[src/afe_config_pkg.sv]
/*
 Constants of the configuration register bank: map, reset values,
 fixed-bit layout, command byte encodings and field positions.
 Assumes a single clock domain; no other files are needed.
*/
package afe_config_pkg;

   localparam int NUM_REGS = 12;

   localparam logic [4:0] ADDR_PART_ID = 5'h00;
   localparam logic [4:0] ADDR_RATE_CFG = 5'h01;
   localparam logic [4:0] ADDR_REF_TEST_CFG = 5'h02;
   localparam logic [4:0] ADDR_DETACH_STATUS = 5'h08;

   // Entry 11 first, entry 0 last
   localparam logic [11:0][7:0] RESET_VALUE = {
      8'h0C, 8'h02, 8'h00, 8'h00, 8'h00, 8'h00,
      8'h00, 8'h00, 8'h10, 8'h80, 8'h02, 8'h00};
   localparam logic [11:0][7:0] FIXED_MASK = {
      8'hF0, 8'h79, 8'h02, 8'hA0, 8'hC0, 8'h00,
      8'h00, 8'h00, 8'h12, 8'h84, 8'h78, 8'hFF};
   localparam logic [11:0][7:0] FIXED_VALUE = {
      8'h00, 8'h01, 8'h02, 8'h00, 8'h00, 8'h00,
      8'h00, 8'h00, 8'h10, 8'h80, 8'h00, 8'h00};

   // Identification layout
   localparam logic [7:0] PART_ID_FIXED_ONE = 8'h10;
   localparam int PART_FAMILY_LSB = 5;

   // Conversion and rate fields
   localparam int SINGLE_SHOT_BIT = 7;
   localparam int RATE_SELECT_MSB = 2;
   localparam logic [2:0] RATE_CODE_LIMIT = 3'h6;
   localparam logic [10:0] OSR_BASE = 11'h400;

   // Status bits driven by hardware in the detach status register
   localparam logic [7:0] DETACH_HW_MASK = 8'h1F;

   // Command byte prefixes
   localparam logic [2:0] REGISTER_READ_CMD = 3'h1;
   localparam logic [2:0] REGISTER_WRITE_CMD = 3'h2;

   typedef enum logic [1:0] {
      CMD_IDLE = 2'b00,
      CMD_READ = 2'b01,
      CMD_WRITE = 2'b10,
      CMD_IGNORE = 2'b11
   } cmd_kind_e;

endpackage

[src/reg_access_if.sv]
/*
 Carrier between the serial engine and the register store.
 Assumes both ends sit on the same clock.
*/
`timescale 1ns/10ps
`default_nettype none
interface reg_access_if;
   logic wr_en;
   logic [4:0] wr_addr;
   logic [7:0] wr_data;
   logic [4:0] rd_addr;
   logic [7:0] rd_data;
   logic [4:0] detach_flags;

   modport engine (
      output wr_en, wr_addr, wr_data, rd_addr, detach_flags,
      input rd_data
   );
   modport bank (
      input wr_en, wr_addr, wr_data, rd_addr, detach_flags,
      output rd_data
   );
endinterface
`default_nettype wire

[src/afe_config_register_bank.sv]
/*
 Serial command engine and register bank top. Decodes register read
 and write commands and the continuous-readout start and stop bytes.
 Assumes cs_n, sclk and din are synchronous to core_clk and that sclk
 toggles no faster than one level per two core_clk cycles.
*/
`timescale 1ns/10ps
`default_nettype none
module afe_config_register_bank
   import afe_config_pkg::*;
#(
   parameter logic [7:0] START_CONTINUOUS_OPCODE = 8'h10,
   parameter logic [7:0] STOP_CONTINUOUS_OPCODE = 8'h11,
   parameter logic [2:0] PART_FAMILY_CODE = 3'h7, // Arbitrary value
   parameter logic [1:0] PART_VARIANT_CODE = 2'h0 // Arbitrary value
) (
   input wire logic core_clk,
   input wire logic reset,
   input wire logic clk_en,
   input wire logic cs_n,
   input wire logic sclk,
   input wire logic din,
   input wire logic [4:0] detach_flags,
   output logic dout,
   output logic dout_oe,
   output logic continuous_readout,
   output logic single_shot,
   output logic [2:0] rate_select,
   output logic [10:0] oversampling_ratio,
   output logic [11:0][7:0] config_image
);

   if (START_CONTINUOUS_OPCODE == STOP_CONTINUOUS_OPCODE) begin : g_bad_op
      $error("afe_config_register_bank: start and stop opcodes clash");
   end

   ////////////////////////////////////////////////////////////////////////
   // Engine state

   typedef struct packed {
      logic sclk_d;
      logic [2:0] bit_cnt;
      logic [1:0] byte_cnt;
      cmd_kind_e kind;
      logic [4:0] addr;
      logic [4:0] remaining;
      logic cont;
      logic [7:0] in_sh;
      logic [7:0] out_sh;
      logic dout;
      logic dout_oe;
      logic wr_en;
      logic [4:0] wr_addr;
      logic [7:0] wr_data;
      logic single_shot;
      logic [2:0] rate;
      logic [10:0] osr;
   } engine_s;

   // Power-up state: continuous readout, register access locked
   localparam engine_s ENGINE_RESET = '{
      sclk_d: 1'b0,
      bit_cnt: 3'h0,
      byte_cnt: 2'h0,
      kind: CMD_IDLE,
      addr: 5'h00,
      remaining: 5'h00,
      cont: 1'b1,
      in_sh: 8'h00,
      out_sh: 8'h00,
      dout: 1'b0,
      dout_oe: 1'b0,
      wr_en: 1'b0,
      wr_addr: 5'h00,
      wr_data: 8'h00,
      single_shot: RESET_VALUE[ADDR_RATE_CFG][SINGLE_SHOT_BIT],
      rate: RESET_VALUE[ADDR_RATE_CFG][RATE_SELECT_MSB:0],
      osr: OSR_BASE >> RESET_VALUE[ADDR_RATE_CFG][RATE_SELECT_MSB:0]
   };

   ////////////////////////////////////////////////////////////////////////
   // Register store

   reg_access_if acc ();

   engine_s state_r;
   engine_s state_nxt;
   logic [11:0][7:0] image;
   logic sclk_rise;
   logic sclk_fall;
   logic [7:0] byte_in;

   afe_register_store #(
      .REG_COUNT(NUM_REGS),
      .PART_FAMILY_CODE(PART_FAMILY_CODE),
      .PART_VARIANT_CODE(PART_VARIANT_CODE)
   ) u_store (
      .core_clk(core_clk),
      .reset(reset),
      .clk_en(clk_en),
      .acc(acc.bank),
      .config_image(image)
   );

   assign acc.wr_en = state_r.wr_en;
   assign acc.wr_addr = state_r.wr_addr;
   assign acc.wr_data = state_r.wr_data;
   assign acc.rd_addr = state_r.addr;
   assign acc.detach_flags = detach_flags;

   ////////////////////////////////////////////////////////////////////////
   // Serial clock edges

   assign sclk_rise = sclk && !state_r.sclk_d;
   assign sclk_fall = !sclk && state_r.sclk_d;
   assign byte_in = {state_r.in_sh[6:0], din};

   ////////////////////////////////////////////////////////////////////////
   // Next state

   always_comb begin
      state_nxt = state_r;
      state_nxt.sclk_d = sclk;
      state_nxt.wr_en = 1'b0;
      // Decoded configuration, one cycle behind the store
      state_nxt.single_shot = image[ADDR_RATE_CFG][SINGLE_SHOT_BIT];
      state_nxt.rate = image[ADDR_RATE_CFG][RATE_SELECT_MSB:0];
      if (state_nxt.rate > RATE_CODE_LIMIT) begin
         state_nxt.osr = 11'h000;
      end else begin
         state_nxt.osr = OSR_BASE >> state_nxt.rate;
      end
      if (cs_n) begin
         state_nxt.bit_cnt = 3'h0;
         state_nxt.byte_cnt = 2'h0;
         state_nxt.kind = CMD_IDLE;
         state_nxt.dout_oe = 1'b0;
         state_nxt.dout = 1'b0;
      end else begin
         state_nxt.dout_oe = 1'b1;
         if (sclk_rise) begin
            if (state_r.kind == CMD_READ && state_r.byte_cnt == 2'h2
                && state_r.bit_cnt == 3'h0) begin
               // First data bit of each byte on rise 17, 25, ...
               state_nxt.dout = acc.rd_data[7];
               state_nxt.out_sh = {acc.rd_data[6:0], 1'b0};
            end else begin
               state_nxt.dout = state_r.out_sh[7];
               state_nxt.out_sh = {state_r.out_sh[6:0], 1'b0};
            end
         end
         if (sclk_fall) begin
            state_nxt.in_sh = byte_in;
            state_nxt.bit_cnt = state_r.bit_cnt + 3'h1;
            if (state_r.bit_cnt == 3'h7) begin
               if (state_r.byte_cnt != 2'h2) begin
                  state_nxt.byte_cnt = state_r.byte_cnt + 2'h1;
               end
               case (state_r.byte_cnt)
                  2'h0: begin
                     state_nxt.addr = byte_in[4:0];
                     state_nxt.kind = CMD_IGNORE;
                     if (byte_in == STOP_CONTINUOUS_OPCODE) begin
                        state_nxt.cont = 1'b0;
                     end else if (byte_in == START_CONTINUOUS_OPCODE) begin
                        state_nxt.cont = 1'b1;
                     end else if (!state_r.cont) begin
                        case (byte_in[7:5])
                           REGISTER_READ_CMD: begin
                              state_nxt.kind = CMD_READ;
                           end
                           REGISTER_WRITE_CMD: begin
                              state_nxt.kind = CMD_WRITE;
                           end
                           default: begin
                              state_nxt.kind = CMD_IGNORE;
                           end
                        endcase
                     end
                  end
                  2'h1: begin
                     state_nxt.remaining = byte_in[4:0];
                  end
                  default: begin
                     if (state_r.kind == CMD_WRITE) begin
                        state_nxt.wr_en = 1'b1;
                        state_nxt.wr_addr = state_r.addr;
                        state_nxt.wr_data = byte_in;
                     end
                     state_nxt.addr = state_r.addr + 5'h01;
                     if (state_r.remaining == 5'h00) begin
                        state_nxt.kind = CMD_IGNORE;
                     end else begin
                        state_nxt.remaining = state_r.remaining - 5'h01;
                     end
                  end
               endcase
            end
         end
      end
   end

   ////////////////////////////////////////////////////////////////////////
   // Registers

   always_ff @(posedge core_clk or posedge reset) begin
      if (reset) begin
         state_r <= ENGINE_RESET;
      end else if (clk_en) begin
         state_r <= state_nxt;
      end
   end

   ////////////////////////////////////////////////////////////////////////
   // Outputs

   assign dout = state_r.dout;
   assign dout_oe = state_r.dout_oe;
   assign continuous_readout = state_r.cont;
   assign single_shot = state_r.single_shot;
   assign rate_select = state_r.rate;
   assign oversampling_ratio = state_r.osr;
   assign config_image = image;

endmodule
`default_nettype wire

[src/afe_register_store.sv]
/*
 Register store: twelve byte registers with reset values and fixed
 bits, a read-only identification entry and live detach flags.
 Assumes writes arrive as single-cycle strobes from the serial engine.
*/
`timescale 1ns/10ps
`default_nettype none
module afe_register_store
   import afe_config_pkg::*;
#(
   parameter int REG_COUNT = NUM_REGS,
   parameter logic [2:0] PART_FAMILY_CODE = 3'h7, // Arbitrary value
   parameter logic [1:0] PART_VARIANT_CODE = 2'h0 // Arbitrary value
) (
   input wire logic core_clk,
   input wire logic reset,
   input wire logic clk_en,
   reg_access_if.bank acc,
   output logic [11:0][7:0] config_image
);

   if (REG_COUNT != NUM_REGS) begin : g_bad_count
      $error("afe_register_store: REG_COUNT must equal the map size");
   end

   typedef struct packed {
      logic [11:0][7:0] regs;
   } store_s;

   localparam logic [7:0] PART_ID_VALUE = 8'({PART_FAMILY_CODE, 3'h0,
      PART_VARIANT_CODE}) | PART_ID_FIXED_ONE;
   // Fixed bits set at reset, so the image reads the flops directly
   localparam logic [11:0][7:0] RESET_IMAGE = {
      (RESET_VALUE[11:1] & ~FIXED_MASK[11:1]) | FIXED_VALUE[11:1],
      PART_ID_VALUE};

   store_s state_r;
   store_s state_nxt;

   ////////////////////////////////////////////////////////////////////////
   // Read port

   always_comb begin
      if (acc.rd_addr < 5'(NUM_REGS)) begin
         acc.rd_data = state_r.regs[acc.rd_addr[3:0]];
      end else begin
         acc.rd_data = 8'h00;
      end
   end

   ////////////////////////////////////////////////////////////////////////
   // Next state

   always_comb begin
      state_nxt = state_r;
      if (acc.wr_en && acc.wr_addr != ADDR_PART_ID
          && acc.wr_addr < 5'(NUM_REGS)) begin
         state_nxt.regs[acc.wr_addr[3:0]] = (acc.wr_data
            & ~FIXED_MASK[acc.wr_addr[3:0]])
            | FIXED_VALUE[acc.wr_addr[3:0]];
      end
      // Detach flags follow the hardware, not the host
      state_nxt.regs[ADDR_DETACH_STATUS[3:0]] =
         (state_nxt.regs[ADDR_DETACH_STATUS[3:0]] & ~DETACH_HW_MASK)
         | {3'h0, acc.detach_flags};
   end

   always_ff @(posedge core_clk or posedge reset) begin
      if (reset) begin
         state_r.regs <= RESET_IMAGE;
      end else if (clk_en) begin
         state_r <= state_nxt;
      end
   end

   assign config_image = state_r.regs;

endmodule
`default_nettype wire

[config.mk]
export PLATFORM = sky130hd
export DESIGN_NAME = afe_config_register_bank
export DESIGN_NICKNAME = d
export VERILOG_FILES = /design/src/afe_config_pkg.sv /design/src/reg_access_if.sv /design/src/afe_config_register_bank.sv /design/src/afe_register_store.sv
export SDC_FILE = /design/constraint.sdc
export NUM_CORES = 1
export LEC_CHECK = 0
export BUFFER_PORTS_ARGS = -buffer_cell sky130_fd_sc_hd__buf_4
export CAP_MARGIN = 20
export CORE_ASPECT_RATIO = 0.8
export CORE_UTILIZATION = 25
export CTS_BUF_LIST = sky130_fd_sc_hd__clkbuf_16
export DETAILED_ROUTE_END_ITERATION = 10
export GPL_ROUTABILITY_DRIVEN = 0
export SYNTH_ARGS = -nofsm -noshare
export SYNTH_HDL_FRONTEND = slang
export SYNTH_HIERARCHICAL = 1
export SYNTH_SLANG_ARGS = --single-unit
[constraint.sdc]
create_clock -name core_clk -period 4.16 [get_ports core_clk]
set_input_delay 0.416 -clock core_clk [delete_from_list [all_inputs] [get_ports core_clk]]
set_output_delay 0.416 -clock core_clk [all_outputs]
set_load 0.02 [all_outputs]
# Word-level counts from Yosys, hierarchy flattened
# Memories as Yosys holds them, arrays and structs flattened.
# Index checks and enable logic that the tools add are counted.
# classes
add_sub_neg	4
shifts	1
mux	33
n_lt_le_gt_ge	6
eq_ne	12
n_bitwise	8
n_reduce_logical	31
# op_table
op	n
bitwise mux 96 bit	1
two-way mux 72 bit	1
two-way mux 14 bit	5
two-way mux 8 bit	5
binary-select mux 8 bit (select 4 bit)	1
demux 8 bit (select 4 bit)	1
two-way mux 26 bit	1
AND reduction 6 bit	3
== test 8 x 5 -> 1 bit (second input constant)	2
two-way mux 15 bit	1
one-hot mux 7 bit (2 select lines)	1
two-way mux 2 bit	6
two-way mux 11 bit	1
>> shifter 11 x 3 -> 11 bit (first input constant)	1
< comparator 4 x 5 -> 1 bit (second input constant)	2
< comparator 5 x 4 -> 1 bit (second input constant)	2
one-hot mux 5 bit (2 select lines)	1
AND reduction 5 bit	2
nonzero test 2 bit	5
two-way mux 9 bit	1
AND 8 bit	1
NOT 8 bit	1
OR 8 x 5 -> 8 bit	1
OR 8 bit	1
29 further kinds	48
# totals
memories	2
mem_bits_ro	256
ff_bits	162
out_inout_bits	114
in_bits	11
elab_cells	126
# mem_list
memory	depth	word_bits	rd	rd_ports_with_merged_regs	wr	line	rtl
(name not given)	16	8	1	0	0	afe_register_store.sv:59	& ~FIXED_MASK[acc.wr_addr[3:0]])
(name not given)	16	8	1	0	0	afe_register_store.sv:60	| FIXED_VALUE[acc.wr_addr[3:0]];

# Longest topological paths before layout
# depth
ltp_word	9
ltp_mapped	7

# Cells and area by module
# Netlist, hierarchy kept.
# by_module_without_submodules
module	n_inst	cells_per_inst	area_each_um2
afe_register_store	1	364	4906.0
afe_config_register_bank	1	276	3093.0

# Worst setup path after synthesis
# Ideal clock, no wire load.
# synth_timing
path_type	reg-to-reg
startpoint	reg state_r, in the netlist acc.rd_addr[0]
endpoint	reg state_r, in the netlist dout
setup_ns	0.121
synth_period_minus_slack_ns	1.869
stages_incl_launch_ff	7
t_required_ns	4.039
n_path_buf	1
path_slack_ns	2.291
t_arrival_ns	1.748
cell_sequence	dfrtp_1 buf_4 mux4_2 nand2_1 o31ai_1 mux2_2 a22o_1
# synth_between
elab_chain_cells	6
word_cells_on_any_way	7
cone_classes	order compare (1); mux (6)
# synth_rtl
element	line	rtl
start, declared	afe_config_register_bank.sv:86	engine_s state_r;
start signal, assigned	afe_config_register_bank.sv:210	state_r <= state_nxt;
binary-select mux 8 bit (select 4 bit)	afe_register_store.sv:45	acc.rd_data = state_r.regs[acc.rd_addr[3:0]];
two-way mux 8 bit (not written as such)	afe_register_store.sv:45	
two-way mux 8 bit (*)	afe_register_store.sv:44	if (acc.rd_addr < 5'(NUM_REGS)) begin
via acc.rd_data[7]	reg_access_if.sv:12	logic [7:0] rd_data;
two-way mux 9 bit (*)	afe_config_register_bank.sv:142	if (state_r.kind == CMD_READ && state_r.byte_cnt == 2'h2
two-way mux 1 bit (*)	afe_config_register_bank.sv:141	if (sclk_rise) begin
two-way mux 2 bit (*)	afe_config_register_bank.sv:133	if (cs_n) begin
# Mark *: on every way through the listed nets, which the timed path passes. The rest lies on a longest branch. The select of a mux whose other input is x is not followed.
# A chain may end at the register's enable or synchronous reset.

# Final worst setup path
# layout_timing
startpoint	reg state_r, in the netlist acc.wr_addr[1]
endpoint	reg u_store.state_r, in the netlist u_store/config_image[19]
# layout_between
elab_chain_cells	6
word_cells_on_any_way	18
cone_classes	order compare (3); mux (5); bitwise (3); reduce/logical (5); memory (2)
# layout_rtl
element	line	rtl
memory read (16 x 8 bit)	--	
two-way mux 8 bit (not written as such)	afe_register_store.sv:59	
NOT 8 bit	afe_register_store.sv:59	
AND 8 bit	afe_register_store.sv:59	
OR 8 bit	afe_register_store.sv:60	
bitwise mux 96 bit	afe_register_store.sv:58	state_nxt.regs[acc.wr_addr[3:0]] = (acc.wr_data
end signal, assigned	afe_register_store.sv:72	state_r <= state_nxt;
end, declared	afe_register_store.sv:37	store_s state_r;
# Several ways; a longest one is shown, not always the timed one. The select of a mux whose other input is x is not followed.

==> flow_summary.json <==
{
  "pwr-share-seq_pct": 47.5,
  "post-route-min-period_ps": 2390,
  "yosys-top-cells-count": "142 x dfrtp_1, 56 x mux2_2, 46 x mux2_4",
  "ys_seq_elements": 157,
  "power_density_nw_per_um2": 363,
  "async_flop_share_pct": 100,
  "synthToLayoutAreaGrowth_pct": 20.9,
  "reg2reg_from": "acc.wr_addr[1]",
  "clock_skew_ps": 19.5,
  "p_leak_nw": 4.60,
  "via_count": 5401,
  "setup-violations-final": 0,
  "clkLatencyLatePin_ps": 440,
  "grt_pass1_wl_um": 34400,
  "cts_buffer_depth": 2,
  "drv_slew": 0,
  "slowest_stage": "and3_1",
  "syn_area_per_cell_um2": 12.5,
  "power_switching_w": 0.000964,
  "setup_tns_ps": 0,
  "p_clk_share_pct": 44.8,
  "cap_violations": 0,
  "critical_path.max_fanout": 8,
  "drive_gt1_share_pct": 40.8,
  "root_buffer": "clkbuf_16",
  "antenna_left": 0,
  "dieArea_um2": 32700,
  "path_buf_inv": 1,
  "cp.arrival_ps": 2710,
  "chipHeight_um": 162,
  "synth_area_um2": 8000,
  "grt_max_degree": 52,
  "cp-start-kind": "flop",
  "fp-row-count": 58,
  "ys.flop_type": "dfrtp_1",
  "io_pins": 125,
  "grt_pass1_vias": 5405,
  "min_from": "detach_flags[2]",
  "yosys.area.top_type_share_pct": 44.4,
  "cts.sinks": 157,
  "synthCells": 640,
  "yosysUniqueCellTypes": 63,
  "fin_util_pct": 30.8,
  "yosys.area.top_type": "dfrtp_1",
  "required_ps": 4480,
  "dp_hpwl_um": 15900,
  "cts-buffers-inserted": 17,
  "worstSetupEndpointType": "flop",
  "post-cts-setup-buffers": 0,
  "synth_most_common_cell": "dfrtp_1",
  "max-slew-margin-rel_pct": 28.2,
  "diodes": 0,
  "cts_resized": 0,
  "vdd_ir_drop_max_v": 0.000309,
  "die_width_um": 202,
  "status": "complete, no violations",
  "clk_pin_slew_worst_paths_ps": 70,
  "initial_core_util_pct": 25.5,
  "grt_setup_unrepaired": "no",
  "cp_cell_sequence": "inv_1, ha_1, nor3_2, and3_1, mux2_4",
  "synth_edf_count": 0,
  "wl_per_cell_um": 19.2,
  "hold_buffers": 1,
  "pwr-share-comb_pct": 7.7,
  "tightest_slew_ps": 1070,
  "wl_um": 22300,
  "critPathTopFamily": "simple AND/OR/NAND/NOR gates",
  "final_hold_viol_count": 0,
  "grt_usage_pct": 14.0,
  "fin_nets": 753,
  "io_buffers": 121,
  "coreArea_um2": 31400,
  "fmax_mhz": 419,
  "swShare_pct": 27.4,
  "grt-ovfl-total": 0,
  "h-tree-depth": 4,
  "cts_tree": "yes",
  "finalCritPeriodShare_pct": 57.3,
  "dr.pass1.iters": 7,
  "yosysSeqAreaShare_pct": 49.4,
  "antenna_found_initial": 0,
  "startpoint": "acc.wr_addr[1]",
  "drc": 0,
  "dr.first_iter.drc_count": 376,
  "via_per_inst": 4.65,
  "hold_path_class": "primary input to flop",
  "p_int_w": 0.00255,
  "cpPeakStageDelay_ps": 610,
  "crit_type": "flop to flop",
  "yosysWarnings": 6,
  "synth_top_cells_by_area": "dfrtp_1 44%, mux2_4 8.6%, mux2_2 7.9%"
}
placed cells by master (no fill, tap or decap), drive strengths merged, types with 3 or more instances in the layout:
| cell type | synthesis | final |
|---|---|---|
| a22o | 6 | 6 |
| o22ai | 15 | 15 |
| a21oi | 11 | 11 |
| a31oi | 21 | 21 |
| o31ai | 9 | 9 |
| o32ai | 3 | 3 |
| buf | 43 | 125 |
| dfstp | 15 | 15 |
| inv | 30 | 40 |
| mux4 | 8 | 8 |
| nand2b | 11 | 11 |
| and3 | 11 | 11 |
| nand2 | 22 | 22 |
| a211oi | 8 | 8 |
| clkbuf | 16 | 17 |
| ha | 14 | 14 |
| nor2b | 16 | 16 |
| or2 | 4 | 4 |
| o21ai | 28 | 28 |
| mux2 | 120 | 120 |
| conb | 1 | 3 |
| nand3 | 17 | 17 |
| nor3 | 5 | 5 |
| dfrtp | 142 | 142 |
| mux2i | 14 | 14 |
| and2 | 3 | 3 |
| nand4 | 3 | 3 |
| nor2 | 20 | 20 |
| nor3b | 3 | 3 |
cells by family (layout without fill, tap and decap cells):
logic type                 Yosys count  in the layout  share of synthesized area (%)
DFF                                157            157                           49.4
muxes                              142            142                           23.1
and+or+nand+nor                    123            123                           9.20
AOI/OAI and AO/OA                  114            114                           9.78
buffers and inverters               89            188                           6.38
adders and majority gates           14             14                           2.19
other                                1              3                         0.0469
registers in the layout, summed over array words and instances, names as in the netlist:
register / cells
byte_in: 7
state_r: 20
single_shot: 1
rate_select: 3
acc.wr_en: 1
continuous_readout: 1
dout_oe: 1
dout: 1
acc.wr_data: 8
acc.wr_addr: 5
acc.rd_addr: 5
u_store/config_image: 96
oversampling_ratio: 8
area by class of cell:
type | count | area (um2)
repair buffers | 126 | 961
flip-flops and latches | 157 | 3950
clock inverters | 15 | 150
multi-input cells | 396 | 3550
clock buffers | 17 | 425
well taps | 420 | 526
fillers | 3186 | 21700
inverters | 30 | 115
final timing paths:
kind                            cells after the start                  endpoint  slack, ps
worst min register to register                      0   u_store/config_image[7]        380
worst max register to register                      5  u_store/config_image[19]       1770
min in group asynchronous                           3     oversampling_ratio[4]        510
worst min-delay path                                2  u_store/config_image[66]        210
max in group asynchronous                           4  u_store/config_image[10]       2380
worst max-delay path                                5  u_store/config_image[19]       1770
power by group through the flow:
stage / Sequential, W / Combinational, W / Clock [W]
finish: 0.00167 / 0.000271 / 0.00158
global route: 0.00168 / 0.000307 / 0.00169
CTS: 0.00167 / 0.000276 / 0.00162
detailed placement: 0.00170 / 0.000274 / 0
global placement: 0.00170 / 0.000267 / 0
floorplan: 0.00167 / 0.000198 / 0
metrics by stage:
step | total power [W] | setup slack (ps) | std cells | hold slack [ps] | instance area, um2
after floorplan | 0.00187 | 1260 | 642 | 466 | 8010
final | 0.00352 | 1770 | 1161 | 209 | 9670
after detailed placement | 0.00197 | 1760 | 1128 | 367 | 9090
after global routing | 0.00368 | 1570 | 1161 | 194 | 9670
after global placement | 0.00197 | 1790 | 1127 | 367 | 9070
after CTS | 0.00356 | 1750 | 1161 | 187 | 9670
metal layers:
metal  wire length, um  global-route usage [%]
met1             10700                    20.1
met2             10200                    20.8
met3              1180                    3.45
met4               225                    4.06
met5                 0                       0
(Power assumes the default switching activity.)
